File: src/pkg/acs_pkg.sv
package acs_pkg;
  // Register indices as printed; byte address is four times the index
  localparam logic [7:0] ACS_IDX_SETUP = 8'h51;
  localparam logic [7:0] ACS_IDX_TRIM = 8'h52;
  localparam logic [7:0] ACS_IDX_VOL_L = 8'h53;
  localparam logic [7:0] ACS_IDX_VOL_R = 8'h54;
  localparam logic [7:0] ACS_IDX_PHASE = 8'h55;
  localparam logic [7:0] ACS_IDX_STATUS = 8'h60;
  localparam int ACS_ADDR_W = 12;

  // Reset values
  localparam logic [7:0] ACS_RST_SETUP = 8'h00;
  localparam logic [7:0] ACS_RST_TRIM = 8'h88;
  localparam logic [6:0] ACS_RST_VOL = 7'h00;
  localparam logic [7:0] ACS_RST_PHASE = 8'h00;

  // Setup register fields
  localparam int ACS_B_PWR_L = 7;
  localparam int ACS_B_PWR_R = 6;
  localparam int ACS_B_SRC_HI = 5;
  localparam int ACS_B_SRC_LO = 4;
  localparam int ACS_B_DMIC_L = 3;
  localparam int ACS_B_DMIC_R = 2;
  localparam int ACS_B_STEP_HI = 1;
  localparam int ACS_B_STEP_LO = 0;

  // Trim register fields
  localparam int ACS_B_MUTE_L = 7;
  localparam int ACS_B_TRIM_L_HI = 6;
  localparam int ACS_B_TRIM_L_LO = 4;
  localparam int ACS_B_MUTE_R = 3;
  localparam int ACS_B_TRIM_R_HI = 2;
  localparam int ACS_B_TRIM_R_LO = 0;

  // Status register fields
  localparam int ACS_B_ST_BUSY = 15;
  localparam int ACS_B_ST_VOL_R = 8;
  localparam int ACS_B_ST_VOL_L = 0;

  // Stepping rate codes
  localparam logic [1:0] ACS_STEP_EVERY = 2'b00;
  localparam logic [1:0] ACS_STEP_TWO = 2'b01;
  localparam logic [1:0] ACS_STEP_OFF = 2'b10;

  // Microphone source codes
  localparam logic [1:0] ACS_SRC_GPIO = 2'b00;
  localparam logic [1:0] ACS_SRC_BCLK = 2'b01;
  localparam logic [1:0] ACS_SRC_DIN = 2'b10;

  localparam logic [1:0] ACS_RESP_OKAY = 2'b00;
  localparam logic [1:0] ACS_RESP_SLVERR = 2'b10;

  typedef struct packed {
    logic leftPowerUp;
    logic rightPowerUp;
    logic [1:0] dmicSource;
    logic leftUseDmic;
    logic rightUseDmic;
    logic leftMute;
    logic rightMute;
    logic [2:0] leftTrim;
    logic [2:0] rightTrim;
    logic [6:0] leftVolume;
    logic [6:0] rightVolume;
    logic delayLeft;
    logic delayRight;
    logic [7:0] delayAmount;
  } acs_ctrl_t;
endpackage

File: src/rtl/acs_regs.sv
`timescale 1ns/1ps
module acs_regs (
  // Clock and reset
  input wire logic clock,
  input wire logic rst,
  // Converter word clock from the record path
  input wire logic wordClk,
  // AXI4-Lite write address
  input wire logic [acs_pkg::ACS_ADDR_W-1:0] awaddr,
  input wire logic awvalid,
  output logic awready,
  // AXI4-Lite write data
  input wire logic [31:0] wdata,
  input wire logic [3:0] wstrb,
  input wire logic wvalid,
  output logic wready,
  // AXI4-Lite write response
  output logic [1:0] bresp,
  output logic bvalid,
  input wire logic bready,
  // AXI4-Lite read address
  input wire logic [acs_pkg::ACS_ADDR_W-1:0] araddr,
  input wire logic arvalid,
  output logic arready,
  // AXI4-Lite read data
  output logic [31:0] rdata,
  output logic [1:0] rresp,
  output logic rvalid,
  input wire logic rready,
  // Record path controls
  output acs_pkg::acs_ctrl_t ctrl
);
  import acs_pkg::*;

  logic [7:0] setup_q;
  logic [7:0] trim_q;
  logic [6:0] volL_q;
  logic [6:0] volR_q;
  logic [7:0] phase_q;
  logic [6:0] appL_q;
  logic [6:0] appR_q;

  // Byte address to register index; misaligned gives no match
  // Upper address bits must be zero as well, so the map never aliases
  function automatic logic [8:0] regIndex(
    input logic [ACS_ADDR_W-1:0] addr
  );
    logic bad;
    bad = addr[1:0] != 2'b00 || addr[ACS_ADDR_W-1:10] != '0;
    regIndex = {bad, addr[9:2]};
  endfunction

  // One decode per register keeps the read and write maps in step
  function automatic logic isReg(
    input logic [8:0] idx,
    input logic [7:0] regIdx
  );
    isReg = idx == {1'b0, regIdx};
  endfunction

  function automatic logic isMapped(input logic [8:0] idx);
    isMapped = isReg(idx, ACS_IDX_SETUP) ||
      isReg(idx, ACS_IDX_TRIM) ||
      isReg(idx, ACS_IDX_VOL_L) ||
      isReg(idx, ACS_IDX_VOL_R) ||
      isReg(idx, ACS_IDX_PHASE) ||
      isReg(idx, ACS_IDX_STATUS);
  endfunction

  // One half-decibel step of a signed volume toward its target
  function automatic logic [6:0] stepToward(
    input logic [6:0] cur,
    input logic [6:0] tgt
  );
    if ($signed(cur) < $signed(tgt)) begin
      stepToward = cur + 7'h01;
    end else if ($signed(cur) > $signed(tgt)) begin
      stepToward = cur - 7'h01;
    end else begin
      stepToward = cur;
    end
  endfunction

  // ---------------- Write channel ----------------
  logic awHeld_q;
  logic wHeld_q;
  logic [ACS_ADDR_W-1:0] awAddr_q;
  logic [31:0] wData_q;
  logic [3:0] wStrb_q;
  logic doWrite;
  logic [8:0] wIdx;

  // Address and data are taken in either order and held until used
  assign awready = !awHeld_q && !bvalid;
  assign wready = !wHeld_q && !bvalid;
  assign doWrite = awHeld_q && wHeld_q && !bvalid;
  assign wIdx = regIndex(awAddr_q);

  always_ff @(posedge clock or posedge rst) begin
    if (rst) begin
      awHeld_q <= 1'b0;
      awAddr_q <= '0;
    end else if (awvalid && awready) begin
      awHeld_q <= 1'b1;
      awAddr_q <= awaddr;
    end else if (doWrite) begin
      awHeld_q <= 1'b0;
    end
  end

  always_ff @(posedge clock or posedge rst) begin
    if (rst) begin
      wHeld_q <= 1'b0;
      wData_q <= '0;
      wStrb_q <= '0;
    end else if (wvalid && wready) begin
      wHeld_q <= 1'b1;
      wData_q <= wdata;
      wStrb_q <= wstrb;
    end else if (doWrite) begin
      wHeld_q <= 1'b0;
    end
  end

  // A response not yet taken keeps both write readies low
  always_ff @(posedge clock or posedge rst) begin
    if (rst) begin
      bvalid <= 1'b0;
      bresp <= ACS_RESP_OKAY;
    end else if (doWrite) begin
      bvalid <= 1'b1;
      bresp <= isMapped(wIdx) ? ACS_RESP_OKAY : ACS_RESP_SLVERR;
    end else if (bready) begin
      bvalid <= 1'b0;
    end
  end

  // Registers are eight bits wide, so only lane 0 carries a write
  // The status word is read-only: a write there answers OKAY, no effect
  logic regWr;
  assign regWr = doWrite && wStrb_q[0];

  always_ff @(posedge clock or posedge rst) begin
    if (rst) begin
      setup_q <= ACS_RST_SETUP;
    end else if (regWr && isReg(wIdx, ACS_IDX_SETUP)) begin
      setup_q <= wData_q[7:0];
    end
  end

  always_ff @(posedge clock or posedge rst) begin
    if (rst) begin
      trim_q <= ACS_RST_TRIM;
    end else if (regWr && isReg(wIdx, ACS_IDX_TRIM)) begin
      trim_q <= wData_q[7:0];
    end
  end

  // Bit 7 is reserved: never stored, always read as zero
  always_ff @(posedge clock or posedge rst) begin
    if (rst) begin
      volL_q <= ACS_RST_VOL;
    end else if (regWr && isReg(wIdx, ACS_IDX_VOL_L)) begin
      volL_q <= wData_q[6:0];
    end
  end

  always_ff @(posedge clock or posedge rst) begin
    if (rst) begin
      volR_q <= ACS_RST_VOL;
    end else if (regWr && isReg(wIdx, ACS_IDX_VOL_R)) begin
      volR_q <= wData_q[6:0];
    end
  end

  always_ff @(posedge clock or posedge rst) begin
    if (rst) begin
      phase_q <= ACS_RST_PHASE;
    end else if (regWr && isReg(wIdx, ACS_IDX_PHASE)) begin
      phase_q <= wData_q[7:0];
    end
  end

  // ---------------- Read channel ----------------
  logic [8:0] rIdx;
  logic [31:0] rWord;
  logic busy;

  assign rIdx = regIndex(araddr);
  assign arready = !rvalid;
  assign busy = (appL_q != volL_q) || (appR_q != volR_q);

  always_comb begin
    rWord = '0;
    case (rIdx)
      {1'b0, ACS_IDX_SETUP}: rWord[7:0] = setup_q;
      {1'b0, ACS_IDX_TRIM}: rWord[7:0] = trim_q;
      {1'b0, ACS_IDX_VOL_L}: rWord[6:0] = volL_q;
      {1'b0, ACS_IDX_VOL_R}: rWord[6:0] = volR_q;
      {1'b0, ACS_IDX_PHASE}: rWord[7:0] = phase_q;
      {1'b0, ACS_IDX_STATUS}: begin
        rWord[ACS_B_ST_VOL_L +: 7] = appL_q;
        rWord[ACS_B_ST_VOL_R +: 7] = appR_q;
        rWord[ACS_B_ST_BUSY] = busy;
      end
      default: rWord = '0;
    endcase
  end

  // Read data is captured with the address, so a later write cannot tear it
  always_ff @(posedge clock or posedge rst) begin
    if (rst) begin
      rvalid <= 1'b0;
      rdata <= '0;
      rresp <= ACS_RESP_OKAY;
    end else if (arvalid && arready) begin
      rvalid <= 1'b1;
      rdata <= rWord;
      rresp <= isMapped(rIdx) ? ACS_RESP_OKAY : ACS_RESP_SLVERR;
    end else if (rready) begin
      rvalid <= 1'b0;
    end
  end

  // ---------------- Word clock ticks ----------------
  // The word clock is foreign to this domain: two flops, then edge
  // Ticks land about two clocks after the pin edge
  logic [1:0] wcSync_q;
  logic wcLast_q;
  logic wordTick;
  logic halfTick_q;

  always_ff @(posedge clock or posedge rst) begin
    if (rst) begin
      wcSync_q <= 2'b00;
      wcLast_q <= 1'b0;
    end else begin
      wcSync_q <= {wcSync_q[0], wordClk};
      wcLast_q <= wcSync_q[1];
    end
  end

  assign wordTick = wcSync_q[1] && !wcLast_q;

  // Halving phase runs free: mode 01 may wait one extra tick at first
  always_ff @(posedge clock or posedge rst) begin
    if (rst) begin
      halfTick_q <= 1'b0;
    end else if (wordTick) begin
      halfTick_q <= !halfTick_q;
    end
  end

  // ---------------- Volume soft stepping ----------------
  logic [1:0] stepMode;
  logic stepNow;
  logic jumpNow;

  assign stepMode = setup_q[ACS_B_STEP_HI:ACS_B_STEP_LO];

  // Reserved code 11 behaves as stepping disabled, so it cannot stall
  always_comb begin
    stepNow = 1'b0;
    jumpNow = 1'b0;
    case (stepMode)
      ACS_STEP_EVERY: stepNow = wordTick;
      ACS_STEP_TWO: stepNow = wordTick && halfTick_q;
      ACS_STEP_OFF: jumpNow = 1'b1;
      default: jumpNow = 1'b1;
    endcase
  end

  // A target written mid-walk simply redirects the walk
  always_ff @(posedge clock or posedge rst) begin
    if (rst) begin
      appL_q <= ACS_RST_VOL;
      appR_q <= ACS_RST_VOL;
    end else if (jumpNow) begin
      appL_q <= volL_q;
      appR_q <= volR_q;
    end else if (stepNow) begin
      appL_q <= stepToward(appL_q, volL_q);
      appR_q <= stepToward(appR_q, volR_q);
    end
  end

  // ---------------- Outputs ----------------
  logic [7:0] phaseMag;

  // Negative codes take their two's complement so 0x80 is the longest
  assign phaseMag = phase_q[7] ? 8'h00 - phase_q : phase_q;

  // The record path sees only flops: volumes one clock behind appL_q/appR_q, the rest one clock behind the bank
  always_ff @(posedge clock or posedge rst) begin
    if (rst) begin
      ctrl.leftPowerUp <= ACS_RST_SETUP[ACS_B_PWR_L];
      ctrl.rightPowerUp <= ACS_RST_SETUP[ACS_B_PWR_R];
      ctrl.dmicSource <= ACS_RST_SETUP[ACS_B_SRC_HI:ACS_B_SRC_LO];
      ctrl.leftUseDmic <= ACS_RST_SETUP[ACS_B_DMIC_L];
      ctrl.rightUseDmic <= ACS_RST_SETUP[ACS_B_DMIC_R];
      ctrl.leftMute <= ACS_RST_TRIM[ACS_B_MUTE_L];
      ctrl.rightMute <= ACS_RST_TRIM[ACS_B_MUTE_R];
      ctrl.leftTrim <= ACS_RST_TRIM[ACS_B_TRIM_L_HI:ACS_B_TRIM_L_LO];
      ctrl.rightTrim <= ACS_RST_TRIM[ACS_B_TRIM_R_HI:ACS_B_TRIM_R_LO];
      ctrl.leftVolume <= ACS_RST_VOL;
      ctrl.rightVolume <= ACS_RST_VOL;
      ctrl.delayLeft <= 1'b0;
      ctrl.delayRight <= 1'b0;
      ctrl.delayAmount <= ACS_RST_PHASE;
    end else begin
      ctrl.leftPowerUp <= setup_q[ACS_B_PWR_L];
      ctrl.rightPowerUp <= setup_q[ACS_B_PWR_R];
      ctrl.dmicSource <= setup_q[ACS_B_SRC_HI:ACS_B_SRC_LO];
      ctrl.leftUseDmic <= setup_q[ACS_B_DMIC_L];
      ctrl.rightUseDmic <= setup_q[ACS_B_DMIC_R];
      ctrl.leftMute <= trim_q[ACS_B_MUTE_L];
      ctrl.rightMute <= trim_q[ACS_B_MUTE_R];
      ctrl.leftTrim <= trim_q[ACS_B_TRIM_L_HI:ACS_B_TRIM_L_LO];
      ctrl.rightTrim <= trim_q[ACS_B_TRIM_R_HI:ACS_B_TRIM_R_LO];
      ctrl.leftVolume <= appL_q;
      ctrl.rightVolume <= appR_q;
      ctrl.delayLeft <= phase_q[7];
      ctrl.delayRight <= !phase_q[7] && phase_q != 8'h00;
      ctrl.delayAmount <= phaseMag;
    end
  end
endmodule

File: config.mk
export PLATFORM = sky130hd
export DESIGN_NAME = acs_regs
export DESIGN_NICKNAME = d
export VERILOG_FILES = /design/src/pkg/acs_pkg.sv /design/src/rtl/acs_regs.sv
export SDC_FILE = /design/constraint.sdc
export NUM_CORES = 1
export LEC_CHECK = 0
export BUFFER_PORTS_ARGS = -buffer_cell sky130_fd_sc_hd__buf_4
export CAP_MARGIN = 0
export CORE_UTILIZATION = 50
export CTS_BUF_LIST = sky130_fd_sc_hd__clkbuf_16
export CTS_CLUSTER_DIAMETER = 150
export CTS_CLUSTER_SIZE = 14
export DETAILED_ROUTE_END_ITERATION = 10
export GPL_TIMING_DRIVEN = 0
export PLACE_DENSITY_LB_ADDON = 0.05
export SYNTH_ARGS = -nofsm -noshare
export SYNTH_HDL_FRONTEND = slang
export SYNTH_SLANG_ARGS = --single-unit
File: constraint.sdc
create_clock -name clock -period 8.5 [get_ports clock]
set_clock_uncertainty 0.1 [all_clocks]
set_input_delay 0.85 -clock clock [delete_from_list [all_inputs] [get_ports clock]]
set_output_delay 0.85 -clock clock [all_outputs]
set_load 0.05 [all_outputs]
Word-level counts from Yosys, hierarchy flattened
Cells that the tools add are included.
{"block": "classes", "addsub": 5, "eq_ne": 18, "reduce_logical": 49, "magnitude_cmp": 4, "muxes": 22}
{"op": "9-bit by 7-bit equality test with 1-bit output, second input constant", "count": 12}
{"op": "7-bit 2-to-1 mux", "count": 8}
{"op": "7-bit one-hot mux with 6 select lines", "count": 1}
{"op": "1-bit logical AND", "count": 16}
{"op": "8-bit 2-to-1 mux", "count": 2}
{"op": "2-bit nonzero test", "count": 8}
{"op": "7-bit by 1-bit adder with 7-bit output, second input constant", "count": 2}
{"op": "7-bit greater-than comparator", "count": 2}
{"op": "7-bit less-than comparator", "count": 2}
{"op": "7-bit inequality test", "count": 2}
{"op": "7-bit by 1-bit subtractor with 7-bit output, second input constant", "count": 2}
{"op": "1-bit logical OR", "count": 13}
{"op": "8-bit nonzero test", "count": 1}
{"op": "1-bit by 8-bit subtractor with 8-bit output, first input constant", "count": 1}
{"op": "1-bit zero test", "count": 7}
{"op": "1-bit 2-to-1 mux", "count": 7}
{"op": "3-bit by 1-bit inequality test with 1-bit output, second input constant", "count": 2}
{"op": "2-bit 2-to-1 mux", "count": 2}
{"op": "2-bit AND reduction", "count": 2}
{"op": "1-bit one-hot mux with 3 select lines", "count": 1}
{"op": "2-bit by 1-bit equality test with 1-bit output, second input constant", "count": 1}
{"op": "2-bit zero test", "count": 1}
{"op": "2-bit by 1-bit inequality test with 1-bit output, second input constant", "count": 1}
{"op": "1-bit one-hot mux with 2 select lines", "count": 1}
{"op": "2-bit OR reduction", "count": 1}
{"block": "word_totals", "reg_bits": 139, "inputBits": 68, "output_inout_bits": 79, "elab_cells": 132}

Depth between registers and ports, before layout
Gate-level depths: netlist (run 1).
{"block": "depth", "depth_word": 9, "mapped_depth": 12, "ltp_nobuf": 12}

Least setup slack after synthesis (run 1)
Ideal clock, no wire load.
{"block": "synth_timing", "path_type": "flip-flop to flip-flop", "startpoint": "register appR_q[4]", "endpoint": "register appR_q[6]", "required_ns": 8.310, "setup_time_ns": 0.090, "arrival_ns": 2.742, "path_stages_with_launch": 12, "period_less_slack_ns": 2.932, "path_slack_ns": 5.568, "n_path_buf": 0, "path_cell_list": "dfrtp_1 ha_1 a21o_1 a2111oi_4 a2bb2oi_4 xnor2_1 ha_1 nor4_1 nand2_1 mux2i_1 mux2_2 o221ai_1"}
{"block": "synth_between", "elab_chain_len": 5, "word_cells_on_any_way": 10, "cone_classes": "add/sub: 2; order compare: 2; eq/ne: 1; mux: 4; reduce/logical: 1"}
{"element": "start, declared", "line_no": "acs_regs.sv:41", "source": "logic [6:0] appR_q;"}
{"element": "start signal, assigned", "line_no": "acs_regs.sv:280", "source": "appR_q <= volR_q;"}
{"element": "start signal, assigned", "line_no": "acs_regs.sv:283", "source": "appR_q <= stepToward(appR_q, volR_q);"}
{"element": "7-bit by 1-bit subtractor with 7-bit output", "line_no": "acs_regs.sv:78", "source": "stepToward = cur - 7'h01;"}
{"element": "7-bit 2-to-1 mux", "line_no": "acs_regs.sv:77", "source": "end else if ($signed(cur) > $signed(tgt)) begin"}
{"element": "7-bit 2-to-1 mux", "line_no": "acs_regs.sv:75", "source": "if ($signed(cur) < $signed(tgt)) begin"}
{"element": "7-bit 2-to-1 mux", "line_no": "acs_regs.sv:281", "source": "end else if (stepNow) begin"}
{"element": "7-bit 2-to-1 mux", "line_no": "acs_regs.sv:278", "source": "end else if (jumpNow) begin"}
Several ways; a longest one is shown, not always the timed one. The select of a mux whose other input is x is not followed.
A chain may end at the register's enable or synchronous reset.

Worst setup path after layout (run 1)
{"block": "layout_timing", "startpoint": "register volR_q[4]", "endpoint": "register appR_q[6]"}
{"block": "layout_between", "elab_chain_len": 4, "word_cells_on_any_way": 7, "cone_classes": "order compare: 2; eq/ne: 1; mux: 3; reduce/logical: 1"}
{"element": "start, declared", "line_no": "acs_regs.sv:38", "source": "logic [6:0] volR_q;"}
{"element": "start signal, assigned", "line_no": "acs_regs.sv:172", "source": "volR_q <= wData_q[6:0];"}
{"element": "7-bit less-than comparator", "line_no": "acs_regs.sv:75"}
{"element": "7-bit 2-to-1 mux", "line_no": "acs_regs.sv:75"}
{"element": "7-bit 2-to-1 mux", "line_no": "acs_regs.sv:281"}
{"element": "7-bit 2-to-1 mux", "line_no": "acs_regs.sv:278"}
Several ways; a longest one is shown, not always the timed one. The select of a mux whose other input is x is not followed.

==> flow_summary.json, run 1 <==
{
  "detail_route.vias_per_cell": 5.35,
  "clk_pin_slew_worst_paths_ps": 60,
  "final_min_period_over_clock_period_pct": 39.2,
  "clock-root-buffer": "clkbuf_16",
  "holdWs_ps": 258,
  "grt_max_degree": 96,
  "highest_count_cells_in_the_layout_ignoring_fill_and_taps": "dfrtp_1 (133), buf_4 (116), nand2_1 (60), mux2_2 (57), o21ai_0 (29)",
  "cts-buffers-inserted": 17,
  "synthDominantCellAreaShare_pct": 53.1,
  "power.internal_mw": 1.49,
  "drt-pass1-iter-count": 6,
  "wire_length_of_the_first_global_routing_pass_um": 23600,
  "synthesis.instances": 552,
  "antenna_found_initial": 0,
  "area_delta_synth_final_pct": 26.0,
  "io-pin-count": 147,
  "timing_hold_violations_final": 0,
  "clkPwrFrac_pct": 31.1,
  "cts_htree_levels": 4,
  "numClockSinks": 137,
  "sequential_power_share_pct": 39.0,
  "status": "finished, final reports clean",
  "drv_slew": 0,
  "finalWeightedCongestion": 0.834,
  "path_class": "flip-flop to flip-flop",
  "count_of_antenna_violating_nets_left_after_detailed_routing": 0,
  "synth.ff_latch_count": 137,
  "timing.critical_path.to_type": "flip-flop",
  "critPathRequiredTime_ps": 8730,
  "fmaxAchievable_ghz": 0.300,
  "cts-root-to-sink-buffers": 2,
  "netlist_top_cells_area": "dfrtp_1 (53%), mux2_2 (10%), nand2_1 (3.6%)",
  "worst_skew_pair.late_latency_ps": 420,
  "detail_route.iter0.violations": 326,
  "post_synthesis_async_set_or_reset_flop_share_pct": 100,
  "final_layout_size_suffix_gt1_share_pct": 31.4,
  "place.port_buffers": 98,
  "finalSetupViolations": 0,
  "setup_ws_ps": 5170,
  "p_leak_nw": 3.72,
  "critical_path.startpoint_type": "flip-flop",
  "post-place-ws_ps": 5210,
  "dieWidth_um": 114,
  "netlist-cell-type-count": 54,
  "floorplan.die.height_um": 114,
  "final_net_count": 772,
  "cp_data_arrival_time_ps": 3560,
  "syn_warnings": 0,
  "num_antenna_cells": 0,
  "cts_post_setup_buffers_inserted": 0,
  "synth_top_flop_cell": "dfrtp_1",
  "initial_core_util_pct": 51.7,
  "post-route-min-period_ps": 3330,
  "floorplan.die_area_um2": 13000,
  "commonest_non_fill_non_tap_cell_in_the_layout": "dfrtp_1",
  "place.detailed.hpwl_um": 10700,
  "number_of_global_route_vias_before_repair": 4485,
  "min_path_type": "flip-flop to flip-flop",
  "worst_ir_drop_vdd_uv": 233,
  "tritoncts": "built",
  "max-slew-margin-rel_pct": 46.0,
  "power-per-cell-area_nw_per_um2": 298,
  "floorplan.core_area_um2": 12100,
  "worst_slew_pin_slew_ps": 809,
  "placement_rows": 40,
  "drc_errors": 0,
  "globalRouteTotalUtil_pct": 24.1,
  "timing.max_cap.violations": 0,
  "detailroute.via_count": 4645,
  "rsz_0062_raised_after_global_routing": "false",
  "wire_per_inst_um": 16.9,
  "ys_seq_area_share_pct": 54.8,
  "total_detailed_routing_wirelength_um": 14600,
  "finalSetupTns_ps": 0,
  "post_cts_hold_buffer_count": 0,
  "synth_area_per_cell_um2": 11.4,
  "cp_max_fo": 6,
  "power.combinational.fraction_pct": 29.9,
  "power.share.switching_pct": 36.6,
  "synth_enable_flop_cells": 0,
  "grt-ovfl-total": 0,
  "mappedNetlistArea_um2": 6270,
  "synth.largest_area_cell": "dfrtp_1",
  "ctsResizeCount": 0,
  "power.switching_mw": 0.863
}
-- power by group through the flow --
stage          combinational, mW  clock [mW]  sequential, mW
2_1_floorplan              0.392           0            1.02
3_3_place_gp               0.687           0           0.923
3_5_place_dp               0.705           0           0.928
4_1_cts                    0.706       0.745           0.918
5_1_grt                    0.766       0.777           0.939
6_report                   0.705       0.732           0.917
-- cell type report --
type / instances / area, um^2
Fill cell: 973 / 4220
Sequential cell: 137 / 3430
Multi-Input combinational cell: 368 / 2590
Timing Repair Buffer: 99 / 763
Clock buffer: 17 / 425
Buffer: 42 / 228
Tap cell: 168 / 210
Clock inverter: 15 / 160
Inverter: 22 / 87.6
-- layer usage --
| layer | track usage [%] | wire, um | vias to the layer above |
|---|---|---|---|
| met5 | 0 | 0 | - |
| met4 | 7.71 | 207 | 0 |
| met3 | 6.38 | 703 | 19 |
| met2 | 38.5 | 7210 | 144 |
| met1 | 32.3 | 6520 | 2286 |
| li1 | - | - | 2196 |
-- final timing paths --
kind	start	end	slack, ps	cells after the start
setup / recovery	volR_q[4]$_DFFE_PP0P_	appR_q[6]$_DFFE_PP0P_	5170	12
hold / removal	wcSync_q[0]$_DFF_PP0_	wcSync_q[1]$_DFF_PP0_	260	0
setup reg to reg	volR_q[4]$_DFFE_PP0P_	appR_q[6]$_DFFE_PP0P_	5170	12
hold reg to reg	wcSync_q[0]$_DFF_PP0_	wcSync_q[1]$_DFF_PP0_	260	0
max in group asynchronous	rst	ctrl[30]$_DFF_PP1_	7170	3
min in group asynchronous	rst	setup_q[2]$_DFFE_PP0P_	330	2
-- cell families (layout without fill, tap and decap cells) --
family,count (synthesis),count (layout),share of synthesized area [%]
simple gates,166,166,13.6
flops,137,137,54.8
compound gates,85,85,9.22
mux,68,68,12.0
buf+inv,64,195,4.95
fa+ha+maj,17,17,3.39
xor+xnor,14,14,1.96
other cells,1,18,0.0598
-- synthesized netlist by cell type, drive strengths merged, types with 2 or more instances --
cell / count
dfrtp: 133
nand2: 60
mux2: 57
nor2: 29
o21ai: 29
clkbuf: 22
inv: 22
buf: 20
ha: 17
a21oi: 13
xnor2: 13
nand3: 12
a31oi: 11
mux2i: 11
nor4: 9
or3: 8
a221oi: 7
nor2b: 7
nor3: 7
a22oi: 6
o31ai: 6
nand4: 5
nor3b: 5
dfstp: 4
and3: 3
nand3b: 3
nor4b: 3
a211oi: 2
and2: 2
and4: 2
nand2b: 2
nand4b: 2
nor4bb: 2
o21a: 2
o221ai: 2
or4: 2
-- sequential cells by signal, summed over array words and instances, names as in the netlist --
signal and count:
wcLast_q 1, volL_q 7, bresp 1, awAddr_q 12, phase_q 8, appL_q 7
wHeld_q 1, volR_q 7, bvalid 1, appR_q 7, wData_q 8, rdata 16
halfTick_q 1, trim_q 8, ctrl 38, wStrb_q 1, wcSync_q 2, rresp 1
awHeld_q 1, rvalid 1, setup_q 8
-- critical path, stage by stage, from the launching register on --
cell       delay (ps)
dfrtp_1           380
inv_1             150
ha_1              270
a21o_1            190
a2111oi_4         480
a2bb2oi_4         310
xnor2_1           110
ha_1              260
nor4_1            280
nand2_1            90
mux2i_1           190
mux2_2            360
o221ai_1           60
-- through the flow --
stage               total power, mW  cells  cell area (um^2)  utilization [%]
floorplan                      1.42    569              6330                -
global placement               1.61    835              7280             60.1
detailed placement             1.63    836              7310             60.4
CTS                            2.37    868              7900             65.2
global route                   2.48    868              7900             65.2
finish                         2.36    868              7900             65.2
Power figures use the tool's default switching activity.
==> run 2, diff against run 1 <==
==> constraint.sdc (replaced) <==
create_clock -name clock -period 3.15 [get_ports clock]
set_clock_uncertainty 0.1 [all_clocks]
set_input_delay 0.315 -clock clock [delete_from_list [all_inputs] [get_ports clock]]
set_output_delay 0.315 -clock clock [all_outputs]
set_load 0.05 [all_outputs]
==> flow_summary.json, run 2 (synthesized netlist as in run 1, its figures left out) <==
{
  "critical_path_end": "appL_q[2]$_DFFE_PP0P_",
  "grt-ovfl-total": 0,
  "largest_reg_flops": 38,
  "dieWidth_um": 114,
  "number_of_global_route_vias_before_repair": 4636,
  "sequential_power_share_pct": 38.9,
  "cts-root-to-sink-buffers": 2,
  "cp_data_arrival_time_ps": 3170,
  "globalRouteTotalUtil_pct": 23.8,
  "min_path_type": "input pin to flip-flop",
  "detailroute.via_count": 4682,
  "placed_instance_count": 838,
  "r2r_setup_slack_ps": 160,
  "power.combinational.fraction_pct": 31.0,
  "clkPwrFrac_pct": 30.1,
  "timing_hold_violations_final": 0,
  "tritoncts": "built",
  "holdWs_ps": 24.8,
  "drc_errors": 0,
  "placement_rows": 40,
  "total_detailed_routing_wirelength_um": 14500,
  "worst_skew_pair.late_latency_ps": 420,
  "reg.largest.list": "ctrl (38), rdata (16), awAddr_q (12)",
  "clock-root-buffer": "clkbuf_16",
  "worst_slew_pin_slew_ps": 838,
  "wire_length_of_the_first_global_routing_pass_um": 23400,
  "initial_core_util_pct": 51.7,
  "area_delta_synth_final_pct": 28.6,
  "grt_max_degree": 45,
  "fill_cells": 994,
  "critPathRequiredTime_ps": 3330,
  "floorplan.die.height_um": 114,
  "final_layout_size_suffix_gt1_share_pct": 32.6,
  "power.share.switching_pct": 35.5,
  "wire_per_inst_um": 16.4,
  "cts-buffers-inserted": 17,
  "critical_path.startpoint_type": "flip-flop",
  "critPathMaxStageDelay_ps": 510,
  "post-route-min-period_ps": 2990,
  "finalSetupTns_ps": 0,
  "layout.cell_area.non_filler_um2": 8060,
  "final_net_count": 785,
  "floorplan.core_area_um2": 12100,
  "finalWeightedCongestion": 0.896,
  "final_min_period_over_clock_period_pct": 95.0,
  "worstSetupStartpoint": "appL_q[5]$_DFFE_PP0P_",
  "fmaxAchievable_ghz": 0.334,
  "crit-reg2reg-capture": "appL_q[2]$_DFFE_PP0P_",
  "timing.max_cap.violations": 0,
  "detail_route.vias_per_cell": 5.32,
  "drv_slew": 0,
  "timing.critical_path.to_type": "flip-flop",
  "r2r_cells": 10,
  "worst_ir_drop_vdd_uv": 728,
  "cp_top_family": "simple AND/OR/NAND/NOR gates",
  "num_antenna_cells": 0,
  "fin_cells": 880,
  "numClockSinks": 137,
  "worstPathBufferInverterCount": 0,
  "detail_route.iter0.violations": 331,
  "floorplan.die_area_um2": 13000,
  "crit_path_top_delay_cell": "or4_1",
  "worst-path-stages": 10,
  "path_class": "flip-flop to flip-flop",
  "cts_htree_levels": 4,
  "top_register_by_number_of_flip_flops": "ctrl",
  "place.port_buffers": 98,
  "power-per-cell-area_nw_per_um2": 792,
  "io-pin-count": 147,
  "cp_max_fo": 6,
  "power.switching_mw": 2.27,
  "max-slew-margin-rel_pct": 43.8,
  "highest_count_cells_in_the_layout_ignoring_fill_and_taps": "dfrtp_1 (131), buf_4 (123), nand2_1 (60), mux2_2 (57), o21ai_0 (29)",
  "clk_pin_slew_worst_paths_ps": 60,
  "rsz_0062_raised_after_global_routing": "false",
  "detailed_place.area_um2": 7340,
  "drt-pass1-iter-count": 5,
  "p_leak_nw": 3.80,
  "critical_path.reg2reg.startpoint": "appL_q[5]$_DFFE_PP0P_",
  "count_of_antenna_violating_nets_left_after_detailed_routing": 0,
  "timing.critical_path.cells": "ha_1 > nand4_1 > a21oi_1 > nor3_4 > xnor2_1 > ha_1 > or4_1 > mux2i_1 > xnor2_1 > o21ai_0",
  "finalSetupViolations": 0,
  "power.internal_mw": 4.12,
  "commonest_non_fill_non_tap_cell_in_the_layout": "dfrtp_1",
  "place.detailed.hpwl_um": 10600,
  "layout.core_utilization_pct": 66.5,
  "antenna_found_initial": 0,
  "status": "finished, final reports clean"
}
==> run 2: cell count changes in the layout (fill, tap and decap cells not counted), sizes merged <==
cell,change
buf,+9
bufinv,+1
clkinv,+1
dlygate4sd3,+4
inv,-3
==> run 2: worst min-delay path by stage <==
| stage | start | slack, ps | cells after the start | endpoint |
|---|---|---|---|---|
| 2_1_floorplan | wcSync_q[0]$_DFF_PP0_ | 230 | 0 | wcSync_q[1]$_DFF_PP0_ |
| 3_3_place_gp | wcSync_q[0]$_DFF_PP0_ | 240 | 0 | wcSync_q[1]$_DFF_PP0_ |
| 3_5_place_dp | wcSync_q[0]$_DFF_PP0_ | 240 | 0 | wcSync_q[1]$_DFF_PP0_ |
| 4_1_cts | awaddr[3] | 10 | 2 | awAddr_q[3]$_DFFE_PP0P_ |
| 5_1_grt | wdata[5] | 20 | 2 | wData_q[5]$_DFFE_PP0P_ |
| 6_report | awaddr[3] | 20 | 2 | awAddr_q[3]$_DFFE_PP0P_ |
==> run 2: final cells by class <==
type / instances / area (um^2) / area share (%)
Sequential cell: 137 / 3440 / 42.6
Multi-Input combinational cell: 368 / 2640 / 32.8
Clock inverter: 14 / 145 / 1.80
Buffer: 42 / 228 / 2.83
Clock buffer: 17 / 425 / 5.28
Timing Repair Buffer: 112 / 888 / 11.0
Inverter: 22 / 86.3 / 1.07
Tap cell: 168 / 210 / 2.61
==> run 2: routing by layer <==
metal | vias up | wire length [um] | part of all wire, % | global-route usage [%]
met1 | 2310 | 6360 | 44 | 31.4
met5 | - | 0 | 0 | 0
met3 | 19 | 686 | 4.7 | 5.26
met2 | 130 | 7150 | 49 | 38.5
met4 | 0 | 258 | 1.8 | 8.74
li1 | 2223 | - | - | -
==> run 2: power groups by stage <==
stage	combinational [mW]	clock, mW	sequential, mW
6_report	1.98	1.92	2.48
5_1_grt	2.15	2.04	2.54
4_1_cts	1.92	1.94	2.47
3_5_place_dp	1.89	0	2.50
3_3_place_gp	1.83	0	2.48
2_1_floorplan	1.06	0	2.76
==> run 2: what timing repair did <==
item,in CTS,in global routing
buffers inserted,1,6
hold endpoints to repair,28,0
endpoints found under the setup margin,4,3
pin swaps,1,3
gates resized for setup,1,10
hold buffers,4,0
gates cloned,0,0
==> run 2: per-stage QoR <==
stage	total power, mW	setup WS (ps)
2_1_floorplan	3.82	218
3_3_place_gp	4.32	-14.0
3_5_place_dp	4.40	-121
4_1_cts	6.33	51.6
5_1_grt	6.73	8.13
6_report	6.38	159
==> run 2: worst reg2reg max path, cell delays in order (launching register included) <==
cell and delay (ps):
dfrtp_1 490, ha_1 350, nand4_1 160, a21oi_1 360, nor3_4 120, xnor2_1 140
ha_1 250, or4_1 510, mux2i_1 160, xnor2_1 130, o21ai_0 80
==> run 3, diff against run 2 <==
--- a/config.mk
+++ b/config.mk
@@ -14,6 +14,7 @@
 export DETAILED_ROUTE_END_ITERATION = 10
 export GPL_TIMING_DRIVEN = 0
 export PLACE_DENSITY_LB_ADDON = 0.05
+export SKIP_LAST_GASP = 1
 export SYNTH_ARGS = -nofsm -noshare
 export SYNTH_HDL_FRONTEND = slang
 export SYNTH_SLANG_ARGS = --single-unit
==> constraint.sdc (replaced) <==
create_clock -name clock -period 2.94 [get_ports clock]
set_clock_uncertainty 0.1 [all_clocks]
set_input_delay 0.294 -clock clock [delete_from_list [all_inputs] [get_ports clock]]
set_output_delay 0.294 -clock clock [all_outputs]
set_load 0.05 [all_outputs]
==> flow_summary.json, run 3 (synthesized netlist as in run 1, its figures left out) <==
{
  "drc_errors": 0,
  "wire_length_of_the_first_global_routing_pass_um": 23700,
  "number_of_global_route_vias_before_repair": 4681,
  "numClockSinks": 137,
  "reg.largest.list": "ctrl (38), rdata (16), awAddr_q (12)",
  "critPathMaxStageDelay_ps": 440,
  "multi_input_comb_area_um2": 2670,
  "detail_route.vias_per_cell": 5.35,
  "grt-ovfl-total": 0,
  "dieWidth_um": 114,
  "area.sequential_um2": 3440,
  "timing.critical_path.cells": "inv_1 > ha_1 > a21o_1 > a2111oi_4 > a2bb2oi_4 > xnor2_2 > ha_4 > nor4_4 > nand2_1 > mux2i_1 > mux2_2 > o221ai_2",
  "min_path_type": "input pin to flip-flop",
  "detail_route.iter0.violations": 301,
  "fill_cells": 976,
  "timing_hold_violations_final": 0,
  "initial_core_util_pct": 51.7,
  "drt-pass1-iter-count": 5,
  "place.port_buffers": 98,
  "power.total_mw": 6.97,
  "path_class": "flip-flop to flip-flop",
  "post-route-min-period_ps": 2870,
  "timing.critical_path.to_type": "flip-flop",
  "layout.cell_area.non_filler_um2": 8250,
  "cts-buffers-inserted": 17,
  "floorplan.die_area_um2": 13000,
  "cp_data_arrival_time_ps": 3100,
  "top_register_by_number_of_flip_flops": "ctrl",
  "num_antenna_cells": 0,
  "detailed_place.area_um2": 7340,
  "final_min_period_over_clock_period_pct": 97.6,
  "critical_path.startpoint_type": "flip-flop",
  "power-per-cell-area_nw_per_um2": 844,
  "tritoncts": "built",
  "finalSetupTns_ps": 0,
  "floorplan.die.height_um": 114,
  "count_of_antenna_violating_nets_left_after_detailed_routing": 0,
  "critPathRequiredTime_ps": 3170,
  "commonest_non_fill_non_tap_cell_in_the_layout": "buf_4",
  "worst_skew_pair.late_latency_ps": 410,
  "final_net_count": 803,
  "cts_htree_levels": 4,
  "cts-root-to-sink-buffers": 2,
  "floorplan.core_area_um2": 12100,
  "cp_max_fo": 5,
  "total_detailed_routing_wirelength_um": 14700,
  "p_leak_nw": 3.89,
  "area_delta_synth_final_pct": 31.6,
  "worst_slew_pin_slew_ps": 840,
  "wire_per_inst_um": 16.4,
  "globalRouteTotalUtil_pct": 24.0,
  "rsz_0062_raised_after_global_routing": "true",
  "highest_count_cells_in_the_layout_ignoring_fill_and_taps": "buf_4 (131), dfrtp_1 (129), nand2_1 (60), mux2_2 (57), o21ai_0 (29)",
  "io-pin-count": 147,
  "status": "finished, final reports clean",
  "clock-root-buffer": "clkbuf_16",
  "placement_rows": 40,
  "fmaxAchievable_ghz": 0.348,
  "drv_slew": 0,
  "detailroute.via_count": 4803,
  "largest_reg_flops": 38,
  "place.detailed.hpwl_um": 10600,
  "grt_max_degree": 45,
  "final_layout_size_suffix_gt1_share_pct": 33.8,
  "crit_path_top_delay_cell": "a2111oi_4",
  "max-slew-margin-rel_pct": 43.7,
  "finalWeightedCongestion": 0.896,
  "worst_ir_drop_vdd_uv": 780,
  "finalSetupViolations": 0,
  "antenna_found_initial": 0,
  "timing.max_cap.violations": 0,
  "clk_pin_slew_worst_paths_ps": 60
}
==> run 3: changes by cell type in the layout (fill, tap and decap cells not counted), sizes merged <==
cell / previous run / this run
dlygate4sd3: 4 / 14
buf: 128 / 136
==> run 3: area by class of cell <==
class,count,share of cell area [%]
Inverter,22,1.05
Clock inverter,14,1.76
Multi-Input combinational cell,368,32.3
Sequential cell,137,41.7
Buffer,42,2.76
Timing Repair Buffer,130,12.7
Clock buffer,17,5.16
Tap cell,168,2.55
==> run 3: timing repair <==
action,4_1_cts,5_1_grt
hold endpoints to repair,37,1
buffers inserted,3,12
pin swaps,2,3
endpoints found under the setup margin,6,4
hold buffers,13,1
gates resized for setup,2,16
==> run 3: through the flow <==
step	setup slack (ps)	utilization (%)	hold slack [ps]	std cells
floorplan	8.03	-	225	569
global placement	-224	60.1	244	835
detailed placement	-331	60.6	239	838
CTS	-15.7	66.7	0.0654	885
global route	-28.9	68.1	0.677	898
finish	70.1	68.1	11.5	898
==> run 3: report_power, final <==
group | switching, mW | total (mW) | internal [mW]
Combinational | 1.32 | 2.25 | 0.926
Clock | 0.748 | 2.05 | 1.30
Sequential | 0.392 | 2.66 | 2.27
==> run 3: per-layer routing <==
layer	up-vias	global-route usage (%)	wire length (um)
met5	-	0	0
met4	0	8.74	280
met3	25	5.05	636
met2	138	38.9	7310
met1	2377	31.8	6490
li1	2263	-	-
==> run 3: worst paths after layout <==
| check | from | to | slack, ps | cells past startpoint |
|---|---|---|---|---|
| max | volR_q[3]$_DFFE_PP0P_ | appR_q[6]$_DFFE_PP0P_ | 70 | 12 |
| min | awaddr[10] | awAddr_q[10]$_DFFE_PP0P_ | 10 | 2 |
| max reg2reg | volR_q[3]$_DFFE_PP0P_ | appR_q[6]$_DFFE_PP0P_ | 70 | 12 |
| min reg2reg | wcSync_q[0]$_DFF_PP0_ | wcSync_q[1]$_DFF_PP0_ | 260 | 0 |
| max in group asynchronous | rst | ctrl[31]$_DFF_PP1_ | 1430 | 5 |
| min in group asynchronous | rst | wData_q[2]$_DFFE_PP0P_ | 410 | 3 |
==> run 3: critical path: cells and delay by family, from the launching register on <==
kind,cells,cell delay [ps]
AO/OA/AOI/OAI,4,900
XOR/XNOR,1,100
adder cells (fa/ha/maj),2,420
buffers and inverters,1,100
flip-flops,1,350
multiplexers,2,580
AND/OR/NAND/NOR,2,230
